===== src/hw/bwc_pkg.sv =====
package bwc_pkg;

	// ------------------------------------------------------------
	// Register byte addresses
	// ------------------------------------------------------------
	localparam logic [7:0] BWC_ADDR_CFG_LOW   = 8'h00;
	localparam logic [7:0] BWC_ADDR_WDT_PWR   = 8'h04;
	localparam logic [7:0] BWC_ADDR_RST_CAUSE = 8'h08;
	localparam logic [7:0] BWC_ADDR_STATUS    = 8'h0C;

	// ------------------------------------------------------------
	// Configuration byte fields
	// ------------------------------------------------------------
	localparam int BWC_CFG_PUT_BIT  = 0;
	localparam int BWC_CFG_POL_LSB  = 1;
	localparam int BWC_CFG_TRIP_LSB = 3;
	localparam int BWC_CFG_PWR_LSB  = 5;
	localparam logic [7:0] BWC_CFG_MASK  = 8'h7F;
	localparam logic [7:0] BWC_CFG_RESET = 8'h7F;

	// ------------------------------------------------------------
	// Watchdog and power control fields
	// ------------------------------------------------------------
	localparam int BWC_WDT_SWDT_BIT   = 0;
	localparam int BWC_WDT_SINK_BIT   = 1;
	localparam int BWC_WDT_WAKE_BIT   = 2;
	localparam int BWC_WDT_SRET_BIT   = 4;
	localparam int BWC_WDT_LEVEL_BIT  = 5;
	localparam int BWC_WDT_REGLP_BIT  = 7;
	localparam logic [7:0] BWC_WDT_WR_MASK = 8'h87;
	localparam logic [7:0] BWC_WDT_RESET   = 8'h00;

	// ------------------------------------------------------------
	// Reset cause control fields
	// ------------------------------------------------------------
	localparam int   BWC_RST_SBOR_BIT   = 6;
	localparam logic BWC_RST_SBOR_RESET = 1'b1;

	// ------------------------------------------------------------
	// Encodings
	// ------------------------------------------------------------
	typedef enum logic [1:0] {
		BWC_POL_OFF   = 2'b00,
		BWC_POL_SOFT  = 2'b01,
		BWC_POL_AWAKE = 2'b10,
		BWC_POL_HARD  = 2'b11
	} bwc_policy_e;

	typedef enum logic [1:0] {
		BWC_PWR_LOW    = 2'b00,
		BWC_PWR_MEDIUM = 2'b01,
		BWC_PWR_HIGH   = 2'b10,
		BWC_PWR_ZERO   = 2'b11
	} bwc_power_e;

	localparam logic [11:0] BWC_TRIP_MV_11 = 12'h708;
	localparam logic [11:0] BWC_TRIP_MV_10 = 12'h7D0;
	localparam logic [11:0] BWC_TRIP_MV_01 = 12'hA8C;
	localparam logic [11:0] BWC_TRIP_MV_00 = 12'hBB8;
	localparam logic [1:0]  BWC_WDT_CFG_OFF = 2'b00;

endpackage : bwc_pkg


===== src/hw/bwc_ctl_if.sv =====
interface bwc_ctl_if;
	logic [7:0] cfg_byte;
	logic       soft_undervoltage_enable;
	logic       sleep;
	logic [1:0] watchdog_config_enable;
	logic       regulator_enable_option;
	logic       retention_option_n;
	logic [7:0] wdt_pwr;
	logic       undervoltage_reset_active;
	logic [1:0] monitor_power_level;
	logic       zero_power_monitor;
	logic [11:0] trip_mv;
	logic       powerup_timer_active;
	logic       watchdog_run;
	logic       sleep_disable_avail;
	logic       regulator_lowpower;
	logic       ultra_lowpower;
	logic       sink_active;

	modport top (
		output cfg_byte, soft_undervoltage_enable, sleep, watchdog_config_enable,
		output regulator_enable_option, retention_option_n, wdt_pwr,
		input  undervoltage_reset_active, monitor_power_level, zero_power_monitor,
		input  trip_mv, powerup_timer_active, watchdog_run, sleep_disable_avail,
		input  regulator_lowpower, ultra_lowpower, sink_active
	);
	modport bor (
		input  cfg_byte, soft_undervoltage_enable, sleep,
		output undervoltage_reset_active, monitor_power_level, zero_power_monitor,
		output trip_mv, powerup_timer_active
	);
	modport wdt (
		input  sleep, watchdog_config_enable, regulator_enable_option,
		input  retention_option_n, wdt_pwr,
		output watchdog_run, sleep_disable_avail, regulator_lowpower,
		output ultra_lowpower, sink_active
	);
endinterface : bwc_ctl_if


===== src/hw/bwc_bor_decode.sv =====
module bwc_bor_decode
	import bwc_pkg::*;
(
	bwc_ctl_if.bor ctl
);

	bwc_policy_e policy;
	bwc_power_e  power;
	logic [1:0]  trip;

	function automatic logic [11:0] trip_to_mv(input logic [1:0] code);
		unique case (code)
			2'b11: trip_to_mv = BWC_TRIP_MV_11;
			2'b10: trip_to_mv = BWC_TRIP_MV_10;
			2'b01: trip_to_mv = BWC_TRIP_MV_01;
			2'b00: trip_to_mv = BWC_TRIP_MV_00;
		endcase
	endfunction : trip_to_mv

	assign policy = bwc_policy_e'(ctl.cfg_byte[BWC_CFG_POL_LSB +: 2]);
	assign power  = bwc_power_e'(ctl.cfg_byte[BWC_CFG_PWR_LSB +: 2]);
	assign trip   = ctl.cfg_byte[BWC_CFG_TRIP_LSB +: 2];

	// Zero-power monitor replaces the level-controlled one
	assign ctl.zero_power_monitor  = (power == BWC_PWR_ZERO);
	assign ctl.monitor_power_level = power;
	assign ctl.trip_mv             = trip_to_mv(trip);

	always_comb begin
		unique case (policy)
			BWC_POL_HARD:  ctl.undervoltage_reset_active = 1'b1;
			BWC_POL_AWAKE: ctl.undervoltage_reset_active = ~ctl.sleep;
			BWC_POL_SOFT:  ctl.undervoltage_reset_active =
				ctl.soft_undervoltage_enable;
			BWC_POL_OFF:   ctl.undervoltage_reset_active = 1'b0;
		endcase
	end

	// Timer bit is read on its own, never mixed with the policy
	assign ctl.powerup_timer_active = ~ctl.cfg_byte[BWC_CFG_PUT_BIT];

endmodule : bwc_bor_decode


===== src/hw/bwc_top.sv =====
module bwc_top
	import bwc_pkg::*;
(
	// Clock and reset
	input  wire logic        clk_in,
	input  wire logic        reset_in,
	// APB slave
	input  wire logic        psel_in,
	input  wire logic        penable_in,
	input  wire logic        pwrite_in,
	input  wire logic [7:0]  paddr_in,
	input  wire logic [31:0] pwdata_in,
	output logic             pready_out,
	output logic [31:0]      prdata_out,
	output logic             pslverr_out,
	// Device pins and fuse levels
	input  wire logic        sleep_in,
	input  wire logic [1:0]  watchdog_config_enable_in,
	input  wire logic        regulator_enable_option_in,
	input  wire logic        retention_option_n_in,
	input  wire logic        lowpower_wake_level_in,
	// Undervoltage monitor controls
	output logic             undervoltage_reset_active_out,
	output logic [1:0]       monitor_power_level_out,
	output logic             zero_power_monitor_out,
	output logic [1:0]       trip_voltage_select_out,
	output logic [11:0]      trip_voltage_mv_out,
	output logic             powerup_timer_active_out,
	// Watchdog and regulator controls
	output logic             watchdog_run_out,
	output logic             regulator_lowpower_out,
	output logic             ultra_lowpower_out,
	output logic             lowpower_wake_enable_out,
	output logic             lowpower_wake_sink_out
);

	// ------------------------------------------------------------
	// Input synchronisers
	// ------------------------------------------------------------
	localparam int SYNC_W = 6;

	logic [SYNC_W-1:0] sync1_q;
	logic [SYNC_W-1:0] sync2_q;
	logic              sleep_s;
	logic [1:0]        wdt_cfg_s;
	logic              reg_opt_s;
	logic              ret_n_s;
	logic              wake_level_s;

	// First stage feeds only the second stage
	always_ff @(posedge clk_in or posedge reset_in) begin
		if (reset_in) begin
			sync1_q <= '0;
		end else begin
			sync1_q <= {lowpower_wake_level_in, retention_option_n_in,
				regulator_enable_option_in, watchdog_config_enable_in, sleep_in};
		end
	end

	always_ff @(posedge clk_in or posedge reset_in) begin
		if (reset_in) begin
			sync2_q <= '0;
		end else begin
			sync2_q <= sync1_q;
		end
	end

	assign sleep_s      = sync2_q[0];
	assign wdt_cfg_s    = sync2_q[2:1];
	assign reg_opt_s    = sync2_q[3];
	assign ret_n_s      = sync2_q[4];
	assign wake_level_s = sync2_q[5];

	// ------------------------------------------------------------
	// APB handshake
	// ------------------------------------------------------------
	logic        access;
	logic        wr_en;
	logic        rd_en;
	logic        mapped;
	logic        pready_q;
	logic        pslverr_q;
	logic [31:0] prdata_q;
	logic [31:0] rdata_d;

	// One wait state keeps pready and prdata straight from flops
	assign access = psel_in & penable_in & ~pready_q;
	assign wr_en  = psel_in & penable_in & pready_q & pwrite_in & mapped;
	assign rd_en  = access & ~pwrite_in;

	assign mapped = (paddr_in == BWC_ADDR_CFG_LOW) | (paddr_in == BWC_ADDR_WDT_PWR)
		| (paddr_in == BWC_ADDR_RST_CAUSE) | (paddr_in == BWC_ADDR_STATUS);

	always_ff @(posedge clk_in or posedge reset_in) begin
		if (reset_in) begin
			pready_q <= 1'b0;
		end else begin
			pready_q <= access;
		end
	end

	always_ff @(posedge clk_in or posedge reset_in) begin
		if (reset_in) begin
			pslverr_q <= 1'b0;
		end else begin
			pslverr_q <= access & ~mapped;
		end
	end

	always_ff @(posedge clk_in or posedge reset_in) begin
		if (reset_in) begin
			prdata_q <= '0;
		end else if (rd_en) begin
			prdata_q <= rdata_d;
		end else if (access) begin
			prdata_q <= '0;
		end
	end

	assign pready_out  = pready_q;
	assign pslverr_out = pslverr_q;
	assign prdata_out  = prdata_q;

	// ------------------------------------------------------------
	// Registers
	// ------------------------------------------------------------
	logic [7:0] cfg_q;
	logic [7:0] wdt_q;
	logic       soft_uv_en_q;
	logic       sret_avail;
	logic       wr_cfg;
	logic       wr_wdt;
	logic       wr_rst;

	// Per-register strobes, live only in the ready cycle
	assign wr_cfg = wr_en & (paddr_in == BWC_ADDR_CFG_LOW);
	assign wr_wdt = wr_en & (paddr_in == BWC_ADDR_WDT_PWR);
	assign wr_rst = wr_en & (paddr_in == BWC_ADDR_RST_CAUSE);

	always_ff @(posedge clk_in or posedge reset_in) begin
		if (reset_in) begin
			cfg_q <= BWC_CFG_RESET;
		end else if (wr_cfg) begin
			cfg_q <= pwdata_in[7:0] & BWC_CFG_MASK;
		end
	end

	// Sleep-disable bit cannot be set while unavailable, and drops if it goes
	always_ff @(posedge clk_in or posedge reset_in) begin
		if (reset_in) begin
			wdt_q <= BWC_WDT_RESET;
		end else begin
			if (wr_wdt) begin
				wdt_q <= pwdata_in[7:0] & BWC_WDT_WR_MASK;
				wdt_q[BWC_WDT_SRET_BIT] <= pwdata_in[BWC_WDT_SRET_BIT]
					& sret_avail;
			end else if (!sret_avail) begin
				wdt_q[BWC_WDT_SRET_BIT] <= 1'b0;
			end
		end
	end

	always_ff @(posedge clk_in or posedge reset_in) begin
		if (reset_in) begin
			soft_uv_en_q <= BWC_RST_SBOR_RESET;
		end else if (wr_rst) begin
			soft_uv_en_q <= pwdata_in[BWC_RST_SBOR_BIT];
		end
	end

	// ------------------------------------------------------------
	// Decode blocks
	// ------------------------------------------------------------
	bwc_ctl_if ctl ();

	assign ctl.cfg_byte                 = cfg_q;
	assign ctl.soft_undervoltage_enable = soft_uv_en_q;
	assign ctl.sleep                    = sleep_s;
	assign ctl.watchdog_config_enable   = wdt_cfg_s;
	assign ctl.regulator_enable_option  = reg_opt_s;
	assign ctl.retention_option_n       = ret_n_s;
	assign ctl.wdt_pwr                  = wdt_q;
	assign sret_avail                   = ctl.sleep_disable_avail;

	bwc_bor_decode u_bor (
		.ctl (ctl.bor)
	);

	bwc_wdt_ctrl u_wdt (
		.ctl (ctl.wdt)
	);

	// ------------------------------------------------------------
	// Read mux
	// ------------------------------------------------------------
	logic [7:0] wdt_view;
	logic [7:0] status_view;

	always_comb begin
		wdt_view = wdt_q;
		wdt_view[BWC_WDT_LEVEL_BIT] = wake_level_s & wdt_q[BWC_WDT_WAKE_BIT];
		wdt_view[BWC_WDT_SINK_BIT]  = wdt_q[BWC_WDT_SINK_BIT];
	end

	assign status_view = {1'b0, ctl.ultra_lowpower, ctl.regulator_lowpower,
		ctl.watchdog_run, ctl.powerup_timer_active, sleep_s,
		ctl.zero_power_monitor, ctl.undervoltage_reset_active};

	always_comb begin
		rdata_d = '0;
		unique case (paddr_in)
			BWC_ADDR_CFG_LOW:   rdata_d[7:0] = cfg_q & BWC_CFG_MASK;
			BWC_ADDR_WDT_PWR:   rdata_d[7:0] = wdt_view;
			BWC_ADDR_RST_CAUSE: rdata_d[BWC_RST_SBOR_BIT] = soft_uv_en_q;
			BWC_ADDR_STATUS:    rdata_d[7:0] = status_view;
			default:            rdata_d = '0;
		endcase
	end

	// ------------------------------------------------------------
	// Registered outputs
	// ------------------------------------------------------------
	always_ff @(posedge clk_in or posedge reset_in) begin
		if (reset_in) begin
			undervoltage_reset_active_out <= 1'b0;
		end else begin
			undervoltage_reset_active_out <= ctl.undervoltage_reset_active;
		end
	end

	always_ff @(posedge clk_in or posedge reset_in) begin
		if (reset_in) begin
			monitor_power_level_out <= '0;
			zero_power_monitor_out  <= 1'b0;
		end else begin
			monitor_power_level_out <= ctl.monitor_power_level;
			zero_power_monitor_out  <= ctl.zero_power_monitor;
		end
	end

	always_ff @(posedge clk_in or posedge reset_in) begin
		if (reset_in) begin
			trip_voltage_select_out <= '0;
			trip_voltage_mv_out     <= '0;
		end else begin
			trip_voltage_select_out <= cfg_q[BWC_CFG_TRIP_LSB +: 2];
			trip_voltage_mv_out     <= ctl.trip_mv;
		end
	end

	// Timer output has its own flop, untouched by the policy decode
	always_ff @(posedge clk_in or posedge reset_in) begin
		if (reset_in) begin
			powerup_timer_active_out <= 1'b0;
		end else begin
			powerup_timer_active_out <= ctl.powerup_timer_active;
		end
	end

	always_ff @(posedge clk_in or posedge reset_in) begin
		if (reset_in) begin
			watchdog_run_out <= 1'b0;
		end else begin
			watchdog_run_out <= ctl.watchdog_run;
		end
	end

	always_ff @(posedge clk_in or posedge reset_in) begin
		if (reset_in) begin
			regulator_lowpower_out <= 1'b0;
			ultra_lowpower_out     <= 1'b0;
		end else begin
			regulator_lowpower_out <= ctl.regulator_lowpower;
			ultra_lowpower_out     <= ctl.ultra_lowpower;
		end
	end

	always_ff @(posedge clk_in or posedge reset_in) begin
		if (reset_in) begin
			lowpower_wake_enable_out <= 1'b0;
			lowpower_wake_sink_out   <= 1'b0;
		end else begin
			lowpower_wake_enable_out <= wdt_q[BWC_WDT_WAKE_BIT];
			lowpower_wake_sink_out   <= ctl.sink_active;
		end
	end

endmodule : bwc_top


===== src/hw/bwc_wdt_ctrl.sv =====
module bwc_wdt_ctrl
	import bwc_pkg::*;
(
	bwc_ctl_if.wdt ctl
);

	logic cfg_wdt_on;

	assign cfg_wdt_on = (ctl.watchdog_config_enable != BWC_WDT_CFG_OFF);

	// Software bit only counts while the fuses leave the watchdog off
	assign ctl.watchdog_run = cfg_wdt_on | ctl.wdt_pwr[BWC_WDT_SWDT_BIT];

	assign ctl.sleep_disable_avail = ctl.regulator_enable_option
		& ~ctl.retention_option_n;

	assign ctl.ultra_lowpower = ctl.sleep & ctl.sleep_disable_avail
		& ctl.wdt_pwr[BWC_WDT_SRET_BIT];

	assign ctl.regulator_lowpower = ctl.sleep & ~ctl.ultra_lowpower
		& ctl.wdt_pwr[BWC_WDT_REGLP_BIT];

	assign ctl.sink_active = ctl.wdt_pwr[BWC_WDT_WAKE_BIT]
		& ctl.wdt_pwr[BWC_WDT_SINK_BIT];

endmodule : bwc_wdt_ctrl


===== config.mk =====
export PLATFORM = sky130hd
export DESIGN_NAME = bwc_top
export DESIGN_NICKNAME = d
export VERILOG_FILES = /design/src/hw/bwc_pkg.sv /design/src/hw/bwc_ctl_if.sv /design/src/hw/bwc_bor_decode.sv /design/src/hw/bwc_top.sv /design/src/hw/bwc_wdt_ctrl.sv
export SDC_FILE = /design/constraint.sdc
export NUM_CORES = 1
export LEC_CHECK = 0
export CAP_MARGIN = 0
export CORE_ASPECT_RATIO = 0.7
export CORE_UTILIZATION = 60
export CTS_BUF_LIST = sky130_fd_sc_hd__clkbuf_16
export CTS_CLUSTER_SIZE = 25
export DETAILED_ROUTE_END_ITERATION = 16
export DONT_BUFFER_PORTS = 1
export PLACE_DENSITY = 0.85
export SYNTH_ARGS = -nofsm -noshare
export SYNTH_HDL_FRONTEND = slang
export SYNTH_SLANG_ARGS = --single-unit

===== constraint.sdc =====
create_clock -name clk_in -period 2.1 [get_ports clk_in]
set_input_delay 0.21 -clock clk_in [delete_from_list [all_inputs] [get_ports clk_in]]
set_output_delay 0.21 -clock clk_in [all_outputs]
set_load 0.02 [all_outputs]

# Word level (Yosys, flattened, before mapping)

Index checks and enable logic that the tools add are counted.

$add $sub $neg: 0
Shifts and indexed selects: 0
Bitwise gates (word level): 29
$lt $le $gt $ge: 0
Mux-type cells: 9
Reductions and logical operators: 5
Divide/modulo/power cells: 0
Eq/ne operators: 11
$mul: 0

Operators with widths:

| cell               | count |
|---|---|
| $mux 32            | 2 |
| $pmux 12 s4        | 1 |
| $and 1x1->1        | 18 |
| $pmux 6 s3         | 1 |
| $eq 8x4->1 const B | 2 |
| $eq 2x2->1 const B | 5 |
| $eq 8x3->1 const B | 1 |
| $logic_not 8->1    | 1 |
| $not 1->1          | 7 |
| $eq 2x1->1 const B | 2 |
| $logic_not 2->1    | 2 |
| $or 1x1->1         | 4 |
| $pmux 1 s4         | 1 |
| $reduce_bool 2->1  | 2 |
| $mux 1             | 3 |
| $pmux 1 s3         | 1 |
| $ne 2x2->1 const B | 1 |

Register bits after elaboration: 83
Memory bits (read-only): 0
Input port bits: 51
Bits in latches: 0
Memories kept: 0
RAM bits: 0
Word-level logic and storage cells: 74

# Longest topological paths before layout

Depth after elaboration: 9
Gate-level depth with buffers: 4

# Cells and area by module

From an unflattened synthesis, not the netlist that was laid out.

Cell total of the unflattened synthesis: 179
Area total of the unflattened synthesis: 2331.0 um^2

By module, submodules not included:

| module         | area an instance (um^2) | cells an instance | times used |
|---|---|---|---|
| bwc_top        | 2184.6                  | 152               | 1 |
| bwc_bor_decode | 105.1                   | 21                | 1 |
| bwc_wdt_ctrl   | 41.3                    | 6                 | 1 |

# Least setup slack after synthesis

Ideal clock, no wire load.

Path type: register to register
From: register pready_q (netlist: pready_out)
To: register wdt_q[0] (netlist: ctl.wdt_pwr[0])
Required time: 1.975 ns
Setup time: 0.125 ns
Period minus slack after synthesis: 1.353 ns
Cell stages (with the launch flop): 4
Buffers on the path: 0
Path slack: 0.747 ns
Arrival time: 1.228 ns
Path through: dfrtp_1 -> and4_1 -> nand4_4 -> mux2_2

Word-level cells in the longest chain between the ends: 4

RTL lines:

| item                          | RTL line       | source |
|---|---|---|
| start, declared               | bwc_top.sv:81  | `logic pready_q;` |
| start signal, assigned        | bwc_top.sv:98  | `pready_q <= access;` |
| $and 1x1->1 (3 in a row)      | bwc_top.sv:88  | `assign wr_en = psel_in & penable_in & pready_q & pwrite_in & mapped;` |
| $and 1x1->1                   | bwc_top.sv:137 | `assign wr_wdt = wr_en & (paddr_in == BWC_ADDR_WDT_PWR);` |
| end signal, assigned          | bwc_top.sv:154 | `wdt_q <= pwdata_in[7:0] & BWC_WDT_WR_MASK;` |
| end signal, assigned by index | bwc_top.sv:155 | `wdt_q[BWC_WDT_SRET_BIT] <= pwdata_in[BWC_WDT_SRET_BIT]` |
| end, declared                 | bwc_top.sv:128 | `logic [7:0] wdt_q;` |

Every way passes these cells.
A chain may end at the register's enable or synchronous reset.

# Worst setup path in the final report

From: register pready_q (netlist: pready_out)
To: register prdata_q[1] (netlist: prdata_out[1])

Word-level cells in the longest chain between the ends: 4

RTL lines:

| item                                                | RTL line       | source |
|---|---|---|
| $not 1->1 *                                         | bwc_top.sv:87  | `assign access = psel_in & penable_in & ~pready_q;` |
| $and 1x1->1 *                                       | bwc_top.sv:87  |  |
| named net access                                    | bwc_top.sv:77  | `logic access;` |
| $and 1x1->1                                         | bwc_top.sv:89  | `assign rd_en = access & ~pwrite_in;` |
| $mux 32 / $reduce_bool 2->1 (equally long branches) | n/a            |  |
| end signal, assigned                                | bwc_top.sv:114 | `prdata_q <= rdata_d;` |
| end, declared                                       | bwc_top.sv:83  | `logic [31:0] prdata_q;` |

The timed path passes the listed nets; every way through them passes the cells marked *.

==> key figures <==
Clock network
  – CTS Root Cell: clkbuf_16
  – Worst-skew pair later-pin latency: ~320 ps
  – CTS buffer count: 9
  – CTS tree: built
  – H-Tree Depth: 3
  – Clock-pin slew on the worst setup and hold paths: about 50 ps
  – Deepest clock path buffer count: 2
  – Cts repair resizes: 0
  – Clock sinks: 57

Hold path
  – Hold path endpoint: cfg_q[5]$_DFFE_PP1P_
  – Worst hold start: pwdata_in[5]
  – Hold crit path type: in -> reg
  – Hold path cells: 1

Setup path
  – Worst R2R End: prdata_out[1]$_DFFE_PP0P_
  – Register-to-Register Setup Slack: 580 ps
  – Startpoint types: flop
  – Reg2reg path depth: 5
  – Worst r2r src: pready_out$_DFF_PP0_
  – Crit Path Class: reg -> reg
  – Crit-path max FO: 12
  – CP endpoint kind: flop
  – CP Data Required Time: between 2000 and 2500 ps
  – CP Data Arrival Time: 1750 ps

Synthesis
  – Ys Warns: 0
  – Post-synth top area share: 0.539
  – Count leader, synth: dfrtp_1
  – Top cells by instance count after synthesis: 49 x dfrtp_1, 26 x buf_4, 13 x mux2_2
  – EDFF count, synth: 0
  – Syn Area/Cell: around 13 µm²
  – Synth Flop Type: dfrtp_1
  – Yosys top cell by area: dfrtp_1
  – Synthesized flop and latch total: 57
  – Seq/Total Area, Yosys: 0.631
  – Cell count after synthesis: approximately 180
  – Post-synth cell types: 35
  – Post-synth ARST share: 1.00
  – Area contributors post-synth: dfrtp_1 54%, dfstp_2 9.2%, buf_4 8.6%, mux2_2 6.4%, nand4_4 1.9%
  – Mapped Area: between 0.002 and 0.0025 mm²

Cells and area
  – Area Growth Syn to Fin: 14.0%
  – Share of cells above drive strength 1: 0.204
  – Number of inserted diodes: 0
  – Final Non-Filler Cells: between 200 and 250
  – Filler Cells Inserted: 226
  – Nets: 242

Place
  – Post-Place Cells: roughly 220
  – Count of input and output buffers: 0
  – GP Congestion: about 0.9

Timing
  – Slew headroom: 0.533
  – RSZ-0062 raised after global routing: no
  – Endpoints failing setup: 0
  – F_max: around 0.66 GHz
  – Tightest Pin Transition: between 600 and 700 ps
  – Fin crit period: 1520 ps
  – Slew Limit Fails: 0
  – Final Cycle Share: 0.725
  – Setup tns final: 0 ps
  – Final Hold Vio Count: 0
  – Clk_skew: between 4 and 5 ps

Detailed routing
  – Wire per inst: roughly 17 µm
  – Vias: ~1300
  – Via-to-Cell Ratio: 5.31
  – Wl on met1: 1.70 mm
  – Final routed DRC violation total: 0
  – Routed wire length: a little over 4 mm
  – Met3 wire len: 389 µm
  – Highest routed layer: met4
  – Pre-Repair DR Iteration Count: 4
  – Post-DRT Antenna Nets: 0
  – Iter 0 DRT Violations: 32
  – Met2 wire length: between 1.5 and 2 mm

Power
  – Switching Share: 0.207
  – Reg power frac: 0.442
  – Lkg Pwr: between 1 and 1.5 nW
  – Switching pwr: ~0.00053 W
  – Power per cell area: 991 mW/mm²
  – VDD IR max: about 770 µV
  – Int Pwr: 0.00204 W
  – Clock Power Share: 0.516
  – Comb power frac: 0.042

Die
  – Full die area: 0.00405 mm²
  – Initial Util: 0.635
  – Die Y: approximately 54 µm
  – Die X-Extent: roughly 76 µm
  – Io pins: around 110
  – Rows: 18
  – Core region area: 0.00358 mm²

Global route
  – Initial antenna violation count: 0
  – Global router's overall resource usage: 0.234
  – Largest net degree at the start of global routing: 37
  – First-pass GRT wire length: about 6.3 mm
  – Vias in the first global route: approximately 1300
  – Gr ovfl total: 0

Run status
  – Outcome: finished, final reports clean

Run
  – Max-cap viol count: 0
==> cells by family after synthesis <==
kind of cell           share of synthesized area
other                                    0.00330
AO/OA/AOI/OAI                             0.0561
buffers and inverters                      0.108
multiplexers                              0.0776
flip-flops                                 0.631
AND/OR/NAND/NOR                            0.124
==> metrics by stage <==
stage / utilization / hold WS (ps) / setup slack, ps / instance area [µm²] / power (W)
2_1_floorplan: - / 241 / 504 / 2370 / 0.00127
3_3_place_gp: 0.626 / 226 / 651 / 2240 / 0.00125
3_5_place_dp: 0.626 / 241 / 600 / 2240 / 0.00125
4_1_cts: 0.724 / 34.9 / 586 / 2590 / 0.00259
5_1_grt: 0.724 / 29.8 / 497 / 2590 / 0.00266
6_report: 0.724 / 45.4 / 577 / 2590 / 0.00257
==> power by group through the flow <==
stage               combinational, W  sequential [W]  clock (W)
global route                0.000122         0.00114    0.00140
detailed placement         0.0000973         0.00115          0
global placement           0.0000950         0.00115          0
floorplan                   0.000125         0.00115          0
finish                      0.000108         0.00114    0.00132
CTS                         0.000108         0.00114    0.00134
==> cell usage in the layout (no fill, tap or decap), drive strengths merged, types with 4 or more instances in the layout <==
cell type / instances
dfrtp: 49
conb: 27
mux2: 13
nand2: 11
inv: 11
clkbuf: 9
dfstp: 8
nor2: 7
dlygate4sd3: 7
o21ai: 4
nand4: 4
clkinv: 4
==> worst max-delay path: stages (launching register included) <==
cell      delay, ps
dfrtp_1         460
nand3b_1        200
buf_4           180
inv_1           120
nand4b_1        190
o31ai_1         280
==> worst max path at each step <==
stage	startpoint	to	cells past startpoint
after floorplan	reset_in	ctl.wdt_pwr[0]$_DFFE_PP0P_	1
after global placement	pready_out$_DFF_PP0_	ctl.wdt_pwr[1]$_DFFE_PP0P_	3
after CTS	pready_out$_DFF_PP0_	prdata_out[1]$_DFFE_PP0P_	5
final	pready_out$_DFF_PP0_	prdata_out[1]$_DFFE_PP0P_	5
after detailed placement	pready_out$_DFF_PP0_	prdata_out[1]$_DFFE_PP0P_	5
after global routing	pready_out$_DFF_PP0_	prdata_out[1]$_DFFE_PP0P_	5
==> cell type report <==
| class | instances | area [µm²] | share of cell area |
|---|---|---|---|
| Sequential cell | 57 | 1440 | 0.554 |
| Multi-Input combinational cell | 104 | 687 | 0.265 |
| Clock buffer | 9 | 225 | 0.0869 |
| Timing Repair Buffer | 10 | 92.6 | 0.0357 |
| Tap cell | 50 | 62.6 | 0.0241 |
| Clock inverter | 7 | 55.1 | 0.0212 |
| Inverter | 9 | 33.8 | 0.0130 |
==> layer usage <==
layer / up-vias / global-route usage
met5: - / 0
met4: 0 / 0.0679
met3: 4 / 0.145
met2: 74 / 0.348
met1: 652 / 0.285
li1: 577 / -
==> state kept, by name, summed over array words and instances (netlist names), 2 cells and up <==
register                 count
trip_voltage_mv_out         10
prdata_out                   8
cfg_q                        7
sync1_q                      6
sync2_q                      6
ctl.wdt_pwr                  5
monitor_power_level_out      2
trip_voltage_select_out      2
==> timing repair <==
item	4_1_cts	5_1_grt
setup buffers	0	0
hold buffers	7	0
hold endpoints to repair	36	0
Note: power is estimated with default switching activity, not from simulation.
